## config.mk

```make
export PLATFORM = sky130hd
export DESIGN_NAME = pic_control
export DESIGN_NICKNAME = d
export VERILOG_FILES = /design/src/logic/pic_pkg.sv /design/src/logic/pic_integrator.sv /design/src/logic/pic_control.sv
export SDC_FILE = /design/constraint.sdc
export NUM_CORES = 1
export LEC_CHECK = 0
export ABC_AREA = 1
export BUFFER_PORTS_ARGS = -buffer_cell sky130_fd_sc_hd__clkbuf_2
export CAP_MARGIN = 10
export CELL_PAD_IN_SITES_DETAIL_PLACEMENT = 0
export CELL_PAD_IN_SITES_GLOBAL_PLACEMENT = 1
export CORE_AREA = 2 2 235 237
export DETAILED_ROUTE_END_ITERATION = 10
export DIE_AREA = 0 0 237 239
export HOLD_SLACK_MARGIN = 0.15
export PLACE_DENSITY_LB_ADDON = 0.1
export SLEW_MARGIN = 5
export SYNTH_ARGS = -nofsm -noshare
export SYNTH_HDL_FRONTEND = slang
export SYNTH_SLANG_ARGS = --single-unit
```

## constraint.sdc

```tcl
create_clock -name i_clk_sys -period 21 [get_ports i_clk_sys]
set_clock_uncertainty 0.15 [all_clocks]
set_input_delay 4.2 -clock i_clk_sys [delete_from_list [all_inputs] [get_ports i_clk_sys]]
set_output_delay 4.2 -clock i_clk_sys [all_outputs]
set_load 0.1 [all_outputs]
```

## src/logic/pic_pkg.sv

```systemverilog
// Shared constants and types for the pressure integration control block.
// Assumes one 20 MHz system clock and a plain address/strobe register port.
package pic_pkg;

    ////////////////////////////////////////////////////////////////////////
    // Timing
    localparam int CLK_PERIOD_NS = 50;
    localparam int MS_NS = 1000000;
    localparam int CYCLES_PER_MS = MS_NS / CLK_PERIOD_NS;

    ////////////////////////////////////////////////////////////////////////
    // Register port and offsets
    localparam int ADDR_W = 8;
    localparam int DATA_W = 32;
    localparam logic [7:0] OFS_PTIME = 8'h00;
    localparam logic [7:0] OFS_TTIME = 8'h04;
    localparam logic [7:0] OFS_PPER = 8'h08;
    localparam logic [7:0] OFS_TPER = 8'h0C;
    localparam logic [7:0] OFS_ORDER = 8'h10;
    localparam logic [7:0] OFS_ACQ = 8'h14;
    localparam logic [7:0] OFS_CMD = 8'h18;
    localparam logic [7:0] OFS_STATUS = 8'h1C;
    localparam logic [7:0] OFS_RESULT = 8'h20;
    localparam logic [7:0] OFS_MIN_VAL = 8'h24;
    localparam logic [7:0] OFS_MIN_STAMP = 8'h28;
    localparam logic [7:0] OFS_MAX_VAL = 8'h2C;
    localparam logic [7:0] OFS_MAX_STAMP = 8'h30;

    ////////////////////////////////////////////////////////////////////////
    // Field widths, limits and reset values
    localparam int MS_W = 19;
    localparam int PPER_W = 14;
    localparam int TPER_W = 16;
    localparam logic [18:0] TIME_MAX = 19'h46CD0;
    localparam logic [18:0] TIME_RST = 19'h0029A;
    localparam logic [15:0] PPER_MAX = 16'h3FFF;
    localparam logic [13:0] PPER_RST = 14'h00EE;
    localparam logic [15:0] TPER_MAX = 16'hFFFF;
    localparam logic [15:0] TPER_RST = 16'h03B8;
    localparam int TPER_SCALE_SHIFT = 2;

    // Command and status bits
    localparam int CMD_MEAS_BIT = 0;
    localparam int CMD_EXTRST_BIT = 1;
    localparam int ST_BUSY_BIT = 0;
    localparam int ST_MODE_BIT = 1;
    localparam int ST_RESVAL_BIT = 2;
    localparam int ST_EXTVAL_BIT = 3;
    localparam int ST_REQ_BIT = 4;

    ////////////////////////////////////////////////////////////////////////
    // Types
    typedef enum logic {PIC_TIME_BASED, PIC_PERIOD_BASED} pic_int_mode_t;
    typedef enum logic {PIC_SIMULTANEOUS, PIC_SEQUENTIAL} pic_order_t;
    typedef enum logic {PIC_TRIGGER, PIC_FETCH} pic_acq_t;

    localparam pic_order_t ORDER_RST = PIC_SEQUENTIAL;
    localparam pic_acq_t ACQ_RST = PIC_TRIGGER;
    localparam pic_int_mode_t MODE_RST = PIC_TIME_BASED;

    typedef struct packed {
        logic [MS_W-1:0] ptime;
        logic [MS_W-1:0] ttime;
        logic [PPER_W-1:0] pper;
        logic [TPER_W-1:0] tper;
        pic_int_mode_t mode;
        pic_order_t order;
        pic_acq_t acq;
    } pic_settings_t;

    typedef struct packed {
        logic [31:0] value;
        logic [31:0] stamp;
    } pic_extreme_t;

endpackage : pic_pkg

```

## src/logic/pic_integrator.sv

```systemverilog
// One integration channel: counts clock cycles over a window.
// Assumes a one-cycle ms tick and a synchronised rising-edge pulse.
`timescale 1ns/1ns
module pic_integrator (
    input wire logic i_clk_sys,
    input wire logic i_sys_rst,
    input wire logic i_start,
    input wire pic_pkg::pic_int_mode_t i_mode,
    input wire logic [18:0] i_ms_limit,
    input wire logic [15:0] i_per_limit,
    input wire logic i_ms_tick,
    input wire logic i_edge,
    output logic o_done,
    output logic [31:0] o_cycles
);

    logic busy;
    logic armed;
    logic [18:0] units;
    logic [31:0] cycles;
    logic step;
    logic [18:0] limit;

    ////////////////////////////////////////////////////////////////////////
    // Window unit: ms ticks or signal periods
    always_comb begin
        if (i_mode == pic_pkg::PIC_TIME_BASED) begin
            step = i_ms_tick;
            limit = i_ms_limit;
        end else begin
            step = i_edge;
            limit = {3'h0, i_per_limit};
        end
    end

    always_ff @(posedge i_clk_sys or posedge i_sys_rst) begin
        if (i_sys_rst) begin
            busy <= 1'b0;
            armed <= 1'b0;
            units <= 19'h00000;
            cycles <= 32'h00000000;
            o_done <= 1'b0;
            o_cycles <= 32'h00000000;
        end else begin
            o_done <= 1'b0;
            if (i_start) begin
                busy <= 1'b1;
                armed <= (i_mode == pic_pkg::PIC_TIME_BASED);
                units <= 19'h00000;
                cycles <= 32'h00000000;
            end else if (busy && !armed) begin
                armed <= i_edge;
            end else if (busy) begin
                cycles <= cycles + 32'h00000001;
                if (step) begin
                    units <= units + 19'h00001;
                    if (units + 19'h00001 >= limit) begin
                        busy <= 1'b0;
                        o_done <= 1'b1;
                        o_cycles <= cycles + 32'h00000001;
                    end
                end
            end
        end
    end

endmodule : pic_integrator

```

## src/logic/pic_control.sv

```systemverilog
// Pressure integration control: settings, measurement sequencing,
// trigger/fetch replies and min/max tracking with time stamps.
// Assumes transducer signals from pins and request pulses, time stamp
// and parameter-change pulses from logic on the same clock.
`timescale 1ns/1ns
module pic_control #(
    parameter int P_CYCLES_PER_MS = pic_pkg::CYCLES_PER_MS
) (
    input wire logic i_clk_sys,
    input wire logic i_sys_rst,
    input wire logic [7:0] i_addr,
    input wire logic [31:0] i_wdata,
    input wire logic i_wr,
    input wire logic i_rd,
    output logic [31:0] o_rdata,
    input wire logic i_press_sig,
    input wire logic i_temp_sig,
    input wire logic [1:0] i_meas_req,
    input wire logic i_param_change,
    input wire logic [31:0] i_timestamp,
    output logic [1:0] o_reply_valid,
    output logic [31:0] o_reply_value,
    output logic o_ext_ack
);

    typedef enum {SEQ_IDLE, SEQ_TEMP, SEQ_PRES, SEQ_BOTH, SEQ_FINISH} pic_seq_t;

    pic_pkg::pic_settings_t cfg;
    pic_pkg::pic_extreme_t ext_min;
    pic_pkg::pic_extreme_t ext_max;
    pic_seq_t seq;
    logic [31:0] tick_cnt;
    logic ms_tick;
    logic [2:0] press_sync;
    logic [2:0] temp_sync;
    logic press_edge;
    logic temp_edge;
    logic p_start;
    logic t_start;
    logic p_done;
    logic t_done;
    logic [31:0] p_cycles;
    logic p_seen;
    logic t_seen;
    logic meas_done;
    logic [31:0] result;
    logic res_valid;
    logic [2:0] wait_req;
    logic [2:0] inflight;
    logic reinit;
    logic ext_valid;
    logic wr_cmd_meas;
    logic wr_cmd_ext;
    logic fetch;
    logic sequential;

    ////////////////////////////////////////////////////////////////////////
    // Accept only values 1..max
    function automatic logic in_range(input logic [31:0] val, input logic [15:0] hi_unused,
                                      input logic [18:0] max);
        in_range = (val != 32'h00000000) && (val <= {13'h0000, max}) && (hi_unused == 16'h0000);
    endfunction : in_range

    // Register read mux
    function automatic logic [31:0] read_word(input logic [7:0] addr);
        case (addr)
            pic_pkg::OFS_PTIME: read_word = {13'h0000, cfg.ptime};
            pic_pkg::OFS_TTIME: read_word = {13'h0000, cfg.ttime};
            pic_pkg::OFS_PPER: read_word = {18'h00000, cfg.pper};
            pic_pkg::OFS_TPER: read_word = {16'h0000, cfg.tper};
            pic_pkg::OFS_ORDER: read_word = {31'h00000000, cfg.order};
            pic_pkg::OFS_ACQ: read_word = {31'h00000000, cfg.acq};
            pic_pkg::OFS_STATUS: read_word = {27'h0000000, (wait_req != 3'h0), ext_valid,
                                              res_valid, cfg.mode, (seq != SEQ_IDLE)};
            pic_pkg::OFS_RESULT: read_word = result;
            pic_pkg::OFS_MIN_VAL: read_word = ext_min.value;
            pic_pkg::OFS_MIN_STAMP: read_word = ext_min.stamp;
            pic_pkg::OFS_MAX_VAL: read_word = ext_max.value;
            pic_pkg::OFS_MAX_STAMP: read_word = ext_max.stamp;
            default: read_word = 32'h00000000;
        endcase
    endfunction : read_word

    assign fetch = (cfg.acq == pic_pkg::PIC_FETCH);
    assign sequential = (cfg.order == pic_pkg::PIC_SEQUENTIAL);
    assign wr_cmd_meas = i_wr && (i_addr == pic_pkg::OFS_CMD) && i_wdata[pic_pkg::CMD_MEAS_BIT];
    assign wr_cmd_ext = i_wr && (i_addr == pic_pkg::OFS_CMD) && i_wdata[pic_pkg::CMD_EXTRST_BIT];

    ////////////////////////////////////////////////////////////////////////
    // Register read port
    always_ff @(posedge i_clk_sys or posedge i_sys_rst) begin
        if (i_sys_rst) begin
            o_rdata <= 32'h00000000;
        end else if (i_rd) begin
            o_rdata <= read_word(i_addr);
        end else begin
            o_rdata <= 32'h00000000;
        end
    end

    ////////////////////////////////////////////////////////////////////////
    // Integration settings
    always_ff @(posedge i_clk_sys or posedge i_sys_rst) begin
        if (i_sys_rst) begin
            cfg.ptime <= pic_pkg::TIME_RST;
            cfg.ttime <= pic_pkg::TIME_RST;
            cfg.pper <= pic_pkg::PPER_RST;
            cfg.tper <= pic_pkg::TPER_RST;
            cfg.mode <= pic_pkg::MODE_RST;
            cfg.order <= pic_pkg::ORDER_RST;
            cfg.acq <= pic_pkg::ACQ_RST;
        end else if (i_wr) begin
            case (i_addr)
                pic_pkg::OFS_PTIME: begin
                    if (in_range(i_wdata, 16'h0000, pic_pkg::TIME_MAX)) begin
                        cfg.ptime <= i_wdata[pic_pkg::MS_W-1:0];
                        cfg.ttime <= i_wdata[pic_pkg::MS_W-1:0];
                        cfg.mode <= pic_pkg::PIC_TIME_BASED;
                    end
                end
                pic_pkg::OFS_TTIME: begin
                    if (in_range(i_wdata, 16'h0000, pic_pkg::TIME_MAX)) begin
                        cfg.ttime <= i_wdata[pic_pkg::MS_W-1:0];
                        cfg.mode <= pic_pkg::PIC_TIME_BASED;
                    end
                end
                pic_pkg::OFS_PPER: begin
                    if (in_range(i_wdata, 16'h0000, {3'h0, pic_pkg::PPER_MAX})) begin
                        cfg.pper <= i_wdata[pic_pkg::PPER_W-1:0];
                        cfg.tper <= {i_wdata[pic_pkg::PPER_W-1:0],
                                     2'h0} << (pic_pkg::TPER_SCALE_SHIFT - 2);
                        cfg.mode <= pic_pkg::PIC_PERIOD_BASED;
                    end
                end
                pic_pkg::OFS_TPER: begin
                    if (in_range(i_wdata, 16'h0000, {3'h0, pic_pkg::TPER_MAX})) begin
                        cfg.tper <= i_wdata[pic_pkg::TPER_W-1:0];
                        cfg.mode <= pic_pkg::PIC_PERIOD_BASED;
                    end
                end
                pic_pkg::OFS_ORDER: begin
                    cfg.order <= pic_pkg::pic_order_t'(i_wdata[0]);
                end
                pic_pkg::OFS_ACQ: begin
                    cfg.acq <= pic_pkg::pic_acq_t'(i_wdata[0]);
                end
                default: begin
                    cfg.mode <= cfg.mode;
                end
            endcase
        end
    end

    ////////////////////////////////////////////////////////////////////////
    // Millisecond tick
    always_ff @(posedge i_clk_sys or posedge i_sys_rst) begin
        if (i_sys_rst) begin
            tick_cnt <= 32'h00000000;
            ms_tick <= 1'b0;
        end else if (tick_cnt == 32'(P_CYCLES_PER_MS - 1)) begin
            tick_cnt <= 32'h00000000;
            ms_tick <= 1'b1;
        end else begin
            tick_cnt <= tick_cnt + 32'h00000001;
            ms_tick <= 1'b0;
        end
    end

    ////////////////////////////////////////////////////////////////////////
    // Transducer pin synchronisers and edge detect
    always_ff @(posedge i_clk_sys or posedge i_sys_rst) begin
        if (i_sys_rst) begin
            press_sync <= 3'h0;
            temp_sync <= 3'h0;
        end else begin
            press_sync <= {press_sync[1:0], i_press_sig};
            temp_sync <= {temp_sync[1:0], i_temp_sig};
        end
    end

    assign press_edge = press_sync[1] && !press_sync[2];
    assign temp_edge = temp_sync[1] && !temp_sync[2];

    ////////////////////////////////////////////////////////////////////////
    // Integration channels
    pic_integrator u_press (
        .i_clk_sys(i_clk_sys),
        .i_sys_rst(i_sys_rst),
        .i_start(p_start),
        .i_mode(cfg.mode),
        .i_ms_limit(cfg.ptime),
        .i_per_limit({2'h0, cfg.pper}),
        .i_ms_tick(ms_tick),
        .i_edge(press_edge),
        .o_done(p_done),
        .o_cycles(p_cycles)
    );

    pic_integrator u_temp (
        .i_clk_sys(i_clk_sys),
        .i_sys_rst(i_sys_rst),
        .i_start(t_start),
        .i_mode(cfg.mode),
        .i_ms_limit(cfg.ttime),
        .i_per_limit(cfg.tper),
        .i_ms_tick(ms_tick),
        .i_edge(temp_edge),
        .o_done(t_done),
        .o_cycles()
    );

    ////////////////////////////////////////////////////////////////////////
    // Measurement sequencer
    always_ff @(posedge i_clk_sys or posedge i_sys_rst) begin
        if (i_sys_rst) begin
            seq <= SEQ_IDLE;
            p_start <= 1'b0;
            t_start <= 1'b0;
            p_seen <= 1'b0;
            t_seen <= 1'b0;
            meas_done <= 1'b0;
        end else begin
            p_start <= 1'b0;
            t_start <= 1'b0;
            meas_done <= 1'b0;
            case (seq)
                SEQ_IDLE: begin
                    if (fetch || (wait_req != 3'h0)) begin
                        p_seen <= 1'b0;
                        t_seen <= 1'b0;
                        t_start <= 1'b1;
                        if (sequential) begin
                            seq <= SEQ_TEMP;
                        end else begin
                            p_start <= 1'b1;
                            seq <= SEQ_BOTH;
                        end
                    end
                end
                SEQ_TEMP: begin
                    if (t_done) begin
                        p_start <= 1'b1;
                        seq <= SEQ_PRES;
                    end
                end
                SEQ_PRES: begin
                    if (p_done) begin
                        seq <= SEQ_FINISH;
                    end
                end
                SEQ_BOTH: begin
                    p_seen <= p_seen || p_done;
                    t_seen <= t_seen || t_done;
                    if ((p_seen || p_done) && (t_seen || t_done)) begin
                        seq <= SEQ_FINISH;
                    end
                end
                SEQ_FINISH: begin
                    meas_done <= 1'b1;
                    seq <= SEQ_IDLE;
                end
                default: begin
                    seq <= SEQ_IDLE;
                end
            endcase
        end
    end

    // Ordering only steers this sequencer of the temperature and pressure channels.

    ////////////////////////////////////////////////////////////////////////
    // Latest result
    always_ff @(posedge i_clk_sys or posedge i_sys_rst) begin
        if (i_sys_rst) begin
            result <= 32'h00000000;
            res_valid <= 1'b0;
        end else if (p_done) begin
            result <= p_cycles;
            res_valid <= 1'b1;
        end
    end

    ////////////////////////////////////////////////////////////////////////
    // Request tracking and replies
    always_ff @(posedge i_clk_sys or posedge i_sys_rst) begin
        if (i_sys_rst) begin
            wait_req <= 3'h0;
            inflight <= 3'h0;
            o_reply_valid <= 2'h0;
            o_reply_value <= 32'h00000000;
        end else if (fetch) begin
            o_reply_valid <= (wait_req[1:0] | i_meas_req) & {2{res_valid}};
            o_reply_value <= result;
            wait_req <= (wait_req | {wr_cmd_meas, i_meas_req}) & {3{!res_valid}};
            inflight <= 3'h0;
        end else begin
            o_reply_valid <= 2'h0;
            if (meas_done) begin
                o_reply_valid <= inflight[1:0];
                o_reply_value <= result;
                inflight <= 3'h0;
            end
            if ((seq == SEQ_IDLE) && (wait_req != 3'h0)) begin
                inflight <= wait_req;
                wait_req <= {wr_cmd_meas, i_meas_req};
            end else begin
                wait_req <= wait_req | {wr_cmd_meas, i_meas_req};
            end
        end
    end

    ////////////////////////////////////////////////////////////////////////
    // Extremes with time stamps
    always_ff @(posedge i_clk_sys or posedge i_sys_rst) begin
        if (i_sys_rst) begin
            reinit <= 1'b1;
            ext_valid <= 1'b0;
            ext_min <= '0;
            ext_max <= '0;
            o_ext_ack <= 1'b0;
        end else begin
            o_ext_ack <= wr_cmd_ext;
            if (p_done) begin
                if (reinit) begin
                    ext_min <= '{value: p_cycles, stamp: i_timestamp};
                    ext_max <= '{value: p_cycles, stamp: i_timestamp};
                    ext_valid <= 1'b1;
                end else begin
                    if (p_cycles < ext_min.value) begin
                        ext_min <= '{value: p_cycles, stamp: i_timestamp};
                    end
                    if (p_cycles > ext_max.value) begin
                        ext_max <= '{value: p_cycles, stamp: i_timestamp};
                    end
                end
            end
            if (wr_cmd_ext || i_param_change) begin
                reinit <= 1'b1;
            end else if (p_done) begin
                reinit <= 1'b0;
            end
        end
    end

endmodule : pic_control

```

# Yosys cells after proc, flatten, opt, wreduce, memory -nomap -nowiden
# Cells that the tools add are included.
word_totals:
  ff_bits: 490
  in_bits: 81
  output_inout_bits: 67
  elab_cells: 228
classes:
  addsub: 4
  magnitude_cmp: 7
  n_eq_ne: 28
  mux: 82
  bitwise_logic: 7
  n_reduce_logical: 59
op_table:
  columns: ["op", "n"]
  rows:
  - ["$pmux 32 s12", 1]
  - ["$mux 32", 11]
  - ["$mux 64", 4]
  - ["$mux 19", 12]
  - ["$pmux 32 s4", 1]
  - ["$add 32x1->32 const B", 2]
  - ["$eq 32x2->1 const B", 2]
  - ["$logic_not 32->1", 2]
  - ["$reduce_bool 32->1", 2]
  - ["$eq 8x6->1 const B", 5]
  - ["$add 19x1->19 const B", 2]
  - ["$ge 19x19->1", 2]
  - ["$pmux 19 s2", 1]
  - ["$mux 1", 37]
  - ["$mux 17", 2]
  - ["$eq 32x1->1 const B", 1]
  - ["$eq 32x15->1 const B", 1]
  - ["$eq 32x3->1 const B", 1]
  - ["$eq 8x5->1 const B", 4]
  - ["$gt 32x32->1", 1]
  - ["$le 32x14->1 const B", 1]
  - ["$le 32x16->1 const B", 1]
  - ["$le 32x19->1 const B", 1]
  - ["$lt 32x32->1", 1]
  - ["other kinds (25)", 89]

# Logic depth before layout (Yosys ltp)
# Gate-level depths: netlist of the first run.
logic_depth:
  ltp_word: 7
  mapped_depth: 19
  depth_no_buf: 19

# By module
# From an unflattened synthesis of the first run, not the netlist that was laid out.
hier_totals:
  cells_unflattened: 3647
  area_unflattened_um2: 28353.4
by_module_without_submodules:
  columns: ["mod", "instances", "cells_per_inst", "area_each_um2", "seq_area_each_um2"]
  rows:
  - ["pic_control", 1, 2134, 17449.2, 8863.5]
  - ["pic_integrator (u_press)", 1, 761, 5511.5, 2152.1]
  - ["pic_integrator (u_temp)", 1, 752, 5392.7, 2152.1]

# Worst setup path after synthesis of the first run
# No wires, ideal clock.
synth_path:
  path_type: "input to register"
  from: "in i_wdata[8]"
  to: "reg cfg[33] in the netlist's numbering"
  setup_time_ps: 128
  arrival_time_ps: 5323
  required_ps: 20722
  slack_ps: 15399
  path_stages: 12
  path_buffers: 2
  path_cell_list: "nor2_1 nand2_1 nor2_1 nand2_2 o21ai_1 inv_1 nand2_1 inv_2 nand2_1 buf_6 buf_4 o21ai_0"
synth_via:
  elab_chain_len: 4
  elab_cells_between_ends: 6
  cone_classes: "1 x order compare; 2 x eq/ne; 3 x reduce/logical"
synth_lines:
  columns: ["element", "line", "source"]
  rows:
  - ["from (decl)", "pic_control.sv:12", "input wire logic [31:0] i_wdata,"]
  - ["$le 32x19->1 / $reduce_bool 32->1 (equally long branches)", "pic_control.sv:61", "in_range = (val != 32'h00000000) && (val <= {13'h0000, max}) && (hi_unused == 16'h0000);"]
  - ["$logic_and 1x1->1 *", "pic_control.sv:61", null]
  - ["$ne 2x2->1 (no line)", null, null]
  - ["$reduce_and 4->1 (no line) *", null, null]
  - ["to (decl)", "pic_control.sv:28", "pic_pkg::pic_settings_t cfg;"]
# Mark *: on every way between the ends. The rest lies on a longest branch, timed or not.
# A chain may end at the register's enable or synchronous reset.

==> results of run 1 <==
## registers in the layout, indices dropped and copies added, names as in the netlist, 2 cells and up
name,count
inflight,2
result,32
press_sync,3
u_press.units,19
u_press.cycles,32
seq,3
cfg,69
u_press.o_cycles,32
tick_cnt,32
ext_min,64
o_rdata,32
wait_req,3
ext_max,64
u_temp.units,19
o_reply_valid,2
o_reply_value,32
temp_sync,3
## area by class of cell
| class | count | area, sq um |
|---|---|---|
| timing repair buffer | 167 | 898 |
| tap | 704 | 881 |
| multi-input combinational | 2165 | 11100 |
| clock inverter | 25 | 405 |
| sequential | 461 | 11600 |
| inverter | 370 | 1400 |
| clock buffer | 68 | 1480 |
| fill | 5341 | 26600 |
## per-stage QoR
stage / area (sq um) / setup WS, ns
detailed placement: 25900 / 14.05
floorplan: 24600 / 3.84
global route: 27800 / 14.36
finish: 27800 / 14.69
CTS: 27800 / 14.71
global placement: 25900 / 14.09
## cells in the final DEF, fill, tap and decap left out, types with 7 or more instances in the layout
| cell type | synthesis | final |
|---|---|---|
| a21oi_1 | 98 | 98 |
| clkbuf_2 | 2 | 147 |
| dfstp_2 | 24 | 24 |
| nand4_1 | 81 | 81 |
| nor2_2 | 9 | 8 |
| o21ai_0 | 205 | 205 |
| clkbuf_8 | 0 | 10 |
| xor2_1 | 58 | 58 |
| inv_1 | 355 | 354 |
| nor2_4 | 5 | 7 |
| clkbuf_16 | 0 | 53 |
| nor2_1 | 160 | 159 |
| o21ai_2 | 7 | 7 |
| nand2_1 | 927 | 922 |
| bufinv_16 | 0 | 11 |
| o22ai_1 | 48 | 48 |
| nor3_1 | 56 | 56 |
| o211ai_1 | 12 | 12 |
| dfrtp_1 | 437 | 435 |
| nor4_1 | 14 | 14 |
| nand3_1 | 236 | 236 |
| ha_1 | 105 | 105 |
| buf_4 | 12 | 19 |
| clkinv_2 | 0 | 12 |
| o21ai_1 | 39 | 39 |
| mux2i_1 | 10 | 10 |
| inv_2 | 14 | 14 |
| a31oi_1 | 21 | 21 |
## metal layers
layer | routed length, um | vias to the layer above | track usage [%] | share of wire (%)
met5 | 0 | - | 0 | 0
met4 | 3600 | 0 | 12.7 | 4.6
met3 | 3950 | 140 | 3.46 | 5.0
met2 | 36700 | 588 | 46.3 | 46
met1 | 34700 | 10400 | 37.5 | 44
li1 | - | 10400 | - | -
## cell families (layout without fill, tap and decap cells)
| kind of cell | count (synthesis) | in the layout |
|---|---|---|
| compound gates | 469 | 469 |
| xor+xnor | 63 | 63 |
| fa+ha+maj | 105 | 105 |
| buf+inv | 493 | 630 |
| flops | 461 | 461 |
| mux | 10 | 10 |
| simple gates | 1518 | 1518 |
## final timing paths
path                                       endpoint  slack, ns  cells past startpoint
worst max-delay path                 u_press.o_done      14.69                      4
worst min-delay path                   temp_sync[1]       0.20                      0
worst max register to register  u_press.o_cycles[8]      16.62                     19
worst min register to register         temp_sync[1]       0.20                      0
max in group i_clk_sys                   o_rdata[0]      14.70                     10
min in group asynchronous              temp_sync[1]       3.61                      2
## where the power goes
part           internal (uW)  switching (uW)
Sequential               994            82.2
Clock                    629             385
Combinational            141             402
==> flow_summary.toml, run 1 <==
[detailed_routing]
firstDrtPassIters = 5
wl_per_cell_um = 19.9
wirelength_um = 78900
viasPerCell = 5.43
ant_nets = 0
vias = 21500
drc = 0
first_iter_violations = 1578

[min_path]
hold_start = "temp_sync[0]"
hold_class = "reg2reg"

[power_and_ir_drop]
vdd_ir_drop_max_v = 0.0000609
finalPower_uw = 2630
leakage_uw = 0.0139
power_density_nw_per_um2 = 94.8

[layout]
antenna_cells = 0
drive_gt1_share_pct = 10.7
post-route-util_pct = 51.1
layoutNonFillerInstCount = 3960
fin_nets = 3404
areaGrowthSynthToFinish_pct = 12.7

[timing]
setup_viol = 0
holdWs_ns = 0.201
finalSetupTns_ns = 0
max_freq_mhz = 159
min_period_over_period_pct = 30.0
fin_crit_ns = 6.31
drv_slew = 0
final_hold_viol_count = 0
rsz0062_at_grt = "false"
slew_headroom_pct = 21.2
worstMarginPinSlew_ns = 1.17

[logic_synthesis]
syn-num-nets = 3305
yosysTopAreaCell = "dfrtp_1"
syn_inst = 3119
syn_avg_cell_area_sq_um = 7.90
ys_types = 55
synthArstFlopShare_pct = 100
synth_top_family_by_area = "simple AND/OR/NAND/NOR gates"
synth_warnings = 0
synthAdderAreaFrac_pct = 5.33
synth_ff_type = "dfrtp_1"
ys_seq_area_share_pct = 46.9
synth_area_sq_um = 24600
yosysTopAreaCellShare_pct = 44.4
synthSimpleGateAreaFrac_pct = 26.3
synth_most_common_cell = "nand2_1"
synth_compound_area_share_pct = 10.7
synth-edff-count = 0
ys_top_cells_by_area = "dfrtp_1 (44%), nand2_1 (14%), inv_1 (5.4%), ha_1 (5.3%), nand3_1 (4.8%)"
synthMuxAreaShare_pct = 0.406
synth_common_cells = "nand2_1 (927), dfrtp_1 (437), inv_1 (355)"
synth-seq-cells = 461
synthXorXnorAreaFrac_pct = 2.24

[critical_path]
arrival_ns = 6.65
crit_chain = "clkbuf_2 -> inv_8 -> buf_4 -> buf_12"
slowest_stage = "buf_4"
crit_buf_inv = 4
cp-end-kind = "async pin"
path_max_fanout = 166
crit_family = "buffers and inverters"
startpoint = "i_sys_rst"
critPathLaunchType = "primary input"
worst_ep_required_time_ns = 21.34
critical_path_class = "in2async"
r2r-start = "u_press.units[0]"
slowest_delay_ns = 0.83

[job]
maxCapViolCount = 0

[floorplan]
die-area_sq_um = 56600
chipHeight_um = 239
die_w_um = 237
rows = 86
core_area_sq_um = 54300
ios = 148
initial_core_util_pct = 45.4

[outcome]
status = "finished clean"

[clock_tree]
hold_buffers = 0
cts_setup_buffers = 0
clkTransAtPathRegs_ns = 0.06
cts-htree-levels = 2
cts_tree = "built"
clock_latency_ns = 0.60
cts_resized = 0
clockBufferDepth = 3
cts_buffers = 53
clockRootBuffer = "clkbuf_16"
cts.sinks = 461

[placed_design]
port_buffers = 147
globalplace.congestion = 0.930
dpl.cell_count = 3867
dp_hpwl_um = 56700

[global_routing]
antenna_found_initial = 1
grt_first_pass_wirelength_um = 123000
grt_max_degree = 167
grt_overflow = 0
track_usage_pct = 28.2
grt_pass1_vias = 21200
Power figures use the tool's default switching activity.
==> run 2: changes to the inputs <==
==> constraint.sdc (replaced) <==
create_clock -name i_clk_sys -period 6 [get_ports i_clk_sys]
set_clock_uncertainty 0.15 [all_clocks]
set_input_delay 1.2 -clock i_clk_sys [delete_from_list [all_inputs] [get_ports i_clk_sys]]
set_output_delay 1.2 -clock i_clk_sys [all_outputs]
set_load 0.1 [all_outputs]
==> run 2 against run 1 <==
Against the previous run:
- worst setup slack got worse by 13 ns
- final area shrank 0.23%
- count of clock-buffer cells in the layout is 11 higher
- clock power rose to 3.3 times the previous value
- combinational power rose to 3.5 times the previous value
- core utilization down 0.12 points
- wire length up 0.40%
- global-route usage rose by 0.072 points
- register-to-register slack worse by 15 ns
- power grew to 3.4 times the previous value
- first-iteration DRC count increased by 2.7%
- critical path type is now reg2reg
- largest cell class unchanged
- largest power group unchanged
==> flow_summary.toml, run 2 (synthesis gave the netlist of run 1 again) <==
[power_and_ir_drop]
leakage_uw = 0.0139
p_int_uw = 5970
pwr-share-comb_pct = 21.1
vdd_ir_drop_max_v = 0.000208
sw_frac_of_total_pct = 33.6
pwr-share-seq_pct = 41.7
finalPower_uw = 8990
p_sw_uw = 3020
power_density_nw_per_um2 = 324
p_clk_share_pct = 37.2

[detailed_routing]
wirelength_um = 79200
vias = 21500
ant_nets = 0
drc = 0
firstDrtPassIters = 7
first_iter_violations = 1620
viasPerCell = 5.41
wl_per_cell_um = 20.0

[timing]
worst_slack_ns = 1.73
worstMarginPinSlew_ns = 1.22
slew_headroom_pct = 18.8
final_hold_viol_count = 0
max_freq_mhz = 234
finalSetupTns_ns = 0
fin_crit_ns = 4.27
drv_slew = 0
setup_viol = 0
rsz0062_at_grt = "false"
min_period_over_period_pct = 71.2

[critical_path]
r2r-start = "u_press.units[0]"
critPathLaunchType = "flop"
startpoint = "u_press.units[0]"
cp_common_cell = "nand3_1"
crit_buf_inv = 1
cp-end-kind = "flop"
crit_family = "simple AND/OR/NAND/NOR gates"
critical_path_class = "reg2reg"
path_max_fanout = 32
slowest_stage = "nand4_1"
arrival_ns = 4.66
worst_ep_required_time_ns = 6.38
slowest_delay_ns = 0.72
crit_chain = "ha_1 -> nand3_1 -> nor2_1 -> nand3_1 -> nor2_1 -> nand3_1 -> and2_1 -> ha_1 -> a21oi_1 -> o21ai_0 -> a21oi_1 -> nand4_1 -> nand3_1 -> buf_4 -> nand2_1 -> nand2_1"

[min_path]
hold_class = "reg2reg"
hold_start = "press_sync[0]"

[clock_tree]
clockBufferDepth = 3
cts_setup_buffers = 0
clock_latency_ns = 0.62
cts-htree-levels = 2
clockRootBuffer = "clkbuf_16"
hold_buffers = 0
cts_tree = "built"
cts_resized = 0
cts_buffers = 53
clkTransAtPathRegs_ns = 0.06
cts.sinks = 461

[global_routing]
antenna_found_initial = 0
grt_pass1_vias = 21000
grt_max_degree = 185
use_met1_pct = 38.3
use_met3_pct = 3.22
grt_overflow = 0
met2_usage_pct = 46.9
track_usage_pct = 28.3
busiest_layer = "met2"
grt_first_pass_wirelength_um = 124000

[layout]
fin_nets = 3410
drive_gt1_share_pct = 10.8
reg.largest.list = "cfg x69, ext_max x64, ext_min x64"
largest_register_ffs = 69
antenna_cells = 0
regMostFlops = "cfg"
final_cell_mix = "nand2_1 (922), dfrtp_1 (435), inv_1 (354)"
post-route-util_pct = 51.0
areaGrowthSynthToFinish_pct = 12.4
layout.cells.most_common = "nand2_1"

[floorplan]
die_w_um = 237
core_area_sq_um = 54300
chipHeight_um = 239
ios = 148
initial_core_util_pct = 45.4
die-area_sq_um = 56600
rows = 86

[outcome]
status = "finished clean"

[job]
maxCapViolCount = 0

[placed_design]
globalplace.congestion = 0.891
port_buffers = 147
dp_hpwl_um = 57200
place_ws_ns = 1.76
[run 2: changes by cell type in the layout (fill, tap and decap cells not counted), moves of 2 or more]
cell | before | now
nand2_2 | 6 | 9
clkinv_2 | 12 | 10
clkbuf_16 | 53 | 55
clkbuf_1 | 5 | 12
bufinv_16 | 11 | 4
buf_4 | 19 | 24
nand2_4 | 5 | 2
clkbuf_8 | 10 | 12
[run 2: power groups by stage]
stage	clock network (uW)	logic [uW]	registers, uW
floorplan	0	1260	3800
global placement	0	1890	3800
detailed placement	0	1910	3810
CTS	3400	1930	3750
global route	3530	2140	3790
finish	3340	1900	3750
[run 2: path summary, 6_finish.rpt]
path                       slack, ns                   end  cells past startpoint
max                             1.73   u_press.o_cycles[5]                     16
min                             0.21         press_sync[1]                      0
max reg2reg                     1.73   u_press.o_cycles[5]                     16
min reg2reg                     0.21         press_sync[1]                      0
max in group asynchronous       3.75  u_press.o_cycles[24]                      4
min in group asynchronous       0.43      o_reply_value[8]                      2
[run 2: worst reg2reg max path: stages, from the launching register on]
cell	delay [ns]
dfrtp_1	0.44
ha_1	0.27
nand3_1	0.24
nor2_1	0.21
nand3_1	0.13
nor2_1	0.22
nand3_1	0.09
and2_1	0.18
ha_1	0.29
a21oi_1	0.15
o21ai_0	0.09
a21oi_1	0.14
nand4_1	0.73
nand3_1	0.34
buf_4	0.38
nand2_1	0.11
nand2_1	0.07
[run 2: area by class of cell]
cell class                 count  area [sq um]
sequential                   461         11600
timing repair buffer         173           956
fill                        5335         26600
clock inverter                17           194
tap                          704           881
inverter                     370          1400
multi-input combinational   2165         11100
clock buffer                  79          1590
[run 2: per-stage QoR]
step	area, sq um	hold WS, ns	instances
3_5_place_dp	25900	0.214	3873
5_1_grt	27700	0.241	3969
4_1_cts	27700	0.221	3969
3_3_place_gp	25900	0.212	3873
6_report	27700	0.208	3969
2_1_floorplan	24600	0.181	3119
[run 2: metal layers]
layer / vias up / wire [um]
li1: 10400 / -
met1: 10400 / 35300
met2: 580 / 37500
met3: 115 / 3700
met4: 0 / 2670
met5: - / 0
==> run 3: changes to the inputs <==
==> constraint.sdc (replaced) <==
create_clock -name i_clk_sys -period 3.95 [get_ports i_clk_sys]
set_clock_uncertainty 0.15 [all_clocks]
set_input_delay 0.79 -clock i_clk_sys [delete_from_list [all_inputs] [get_ports i_clk_sys]]
set_output_delay 0.79 -clock i_clk_sys [all_outputs]
set_load 0.1 [all_outputs]
==> run 3 against run 2 <==
Against the previous run:
- critical path depth increased by 2
- global-route usage down 0.22 points
- final area grew 0.61%
- sequential power up 51%
- via count rose by 0.39%
- fmax up 18%
- power grew 52%
- critical path type unchanged
==> flow_summary.toml, run 3 (synthesis gave the netlist of run 1 again) <==
[global_routing]
grt_pass1_vias = 21000
track_usage_pct = 28.0
antenna_found_initial = 0
grt_first_pass_wirelength_um = 123000
grt_overflow = 0
grt_max_degree = 153

[layout]
final_cell_mix = "nand2_1 (922), dfrtp_1 (435), inv_1 (354)"
regMostFlops = "cfg"
layout.cells.most_common = "nand2_1"
reg.largest.list = "cfg x69, ext_max x64, ext_min x64"
antenna_cells = 0
fin_nets = 3422
areaGrowthSynthToFinish_pct = 13.1
largest_register_ffs = 69
final_area_sq_um = 27900
fillCellCount = 5251
drive_gt1_share_pct = 11.0
post-route-util_pct = 51.3

[timing]
final_hold_viol_count = 0
max_freq_mhz = 277
holdWs_ns = 0.202
setup_viol = 0
min_period_over_period_pct = 91.4
drv_slew = 0
rsz0062_at_grt = "false"
fin_crit_ns = 3.61
slew_headroom_pct = 35.0
worst_slack_ns = 0.341
worstMarginPinSlew_ns = 0.976

[job]
maxCapViolCount = 0

[clock_tree]
cts-htree-levels = 2
cts.sinks = 461
clock_latency_ns = 0.61
cts_tree = "built"
cts_buffers = 53
cts_setup_buffers = 0
clkTransAtPathRegs_ns = 0.06
clockRootBuffer = "clkbuf_16"
clockBufferDepth = 3

[detailed_routing]
firstDrtPassIters = 5
first_iter_violations = 1749
wirelength_um = 78800
wl_per_cell_um = 19.8
vias = 21600
viasPerCell = 5.42
ant_nets = 0
drc = 0

[power_and_ir_drop]
sw_frac_of_total_pct = 33.5
p_int_uw = 9100
pwr-share-comb_pct = 21.7
power_density_nw_per_um2 = 491
leakage_uw = 0.0139
finalPower_uw = 13700
pwr-share-seq_pct = 41.4
p_clk_share_pct = 36.9
vdd_ir_drop_max_v = 0.000324
p_sw_uw = 4580

[critical_path]
path_max_fanout = 33
critical_path_class = "reg2reg"
critPathLaunchType = "flop"
worst_ep_required_time_ns = 4.29
arrival_ns = 3.95
cp-end-kind = "flop"

[placed_design]
globalplace.congestion = 0.918
place_ws_ns = 0.212
post_dp_cell_area_sq_um = 26100
port_buffers = 147
dp_hpwl_um = 56900

[min_path]
hold_class = "reg2reg"

[floorplan]
core_area_sq_um = 54300
initial_core_util_pct = 45.4
rows = 86
ios = 148
chipHeight_um = 239
die-area_sq_um = 56600
die_w_um = 237

[outcome]
status = "finished clean"
-- run 3: cell count changes in the layout (fill, tap and decap cells not counted) --
cell           delta
buf_12            +6
dlygate4sd3_1     +3
buf_6             +2
clkinvlp_4        -2
buf_4             +1
nor2_1            -1
nor2_2            +1
-- run 3: per-stage QoR --
stage          instances  setup TNS, ns
3_5_place_dp        3882              0
3_3_place_gp        3882              0
2_1_floorplan       3119       -1438.08
5_1_grt             3979              0
4_1_cts             3979              0
6_report            3979              0
-- run 3: worst paths after layout --
kind / from / to / slack, ns / cells past startpoint
setup reg to reg: u_press.units[0] / u_press.busy / 0.34 / 18
hold reg to reg: press_sync[0] / press_sync[1] / 0.20 / 0
setup / recovery: u_press.units[0] / u_press.busy / 0.34 / 18
max in group asynchronous: i_sys_rst / ext_max[7] / 1.96 / 4
hold / removal: press_sync[0] / press_sync[1] / 0.20 / 0
min in group asynchronous: i_sys_rst / seq[1] / 0.51 / 3
-- run 3: worst max-delay path, cell delays in order, from the launching register on --
cell and delay (ns):
dfrtp_1 0.45, ha_1 0.27, nand3_1 0.21, nor2_1 0.20, nand3_1 0.17, nor2_2 0.20, nand3_1 0.08, and2_1 0.19
ha_1 0.29, inv_1 0.04, nor2_1 0.13, nand2_1 0.08, nor2_1 0.14, nand4_1 0.11, nand4_1 0.25, buf_6 0.31
nand2_1 0.10, nand2_1 0.07, nand2_1 0.05
-- run 3: layout make-up --
type,instances,area (sq um),share of cell area (%)
Clock buffer,79,1590,5.69
Clock inverter,15,179,0.642
Inverter,370,1400,5.01
Multi-Input combinational cell,2165,11100,39.9
Sequential cell,461,11600,41.5
Tap cell,704,881,3.16
Timing Repair Buffer,185,1140,4.08
-- run 3: routing by layer --
metal	wire length (um)	track usage [%]	vias to the layer above
li1	-	-	10500
met1	35200	38.1	10400
met2	36700	45.9	592
met3	3780	3.26	120
met4	3080	11.2	0
met5	0	0	-
-- run 3: what timing repair did --
action,in CTS,in global routing
hold buffers,3,0
hold endpoints to repair,4,0
endpoints found under the setup margin,0,34
resized for setup,0,3
-- run 3: power by group through the flow --
stage               clock network (uW)  registers, uW  logic [uW]
finish                            5050           5670        2960
global route                      5340           5740        3310
CTS                               5140           5670        2980
detailed placement                   0           5750        2960
global placement                     0           5740        2920
floorplan                            0           5770        1910
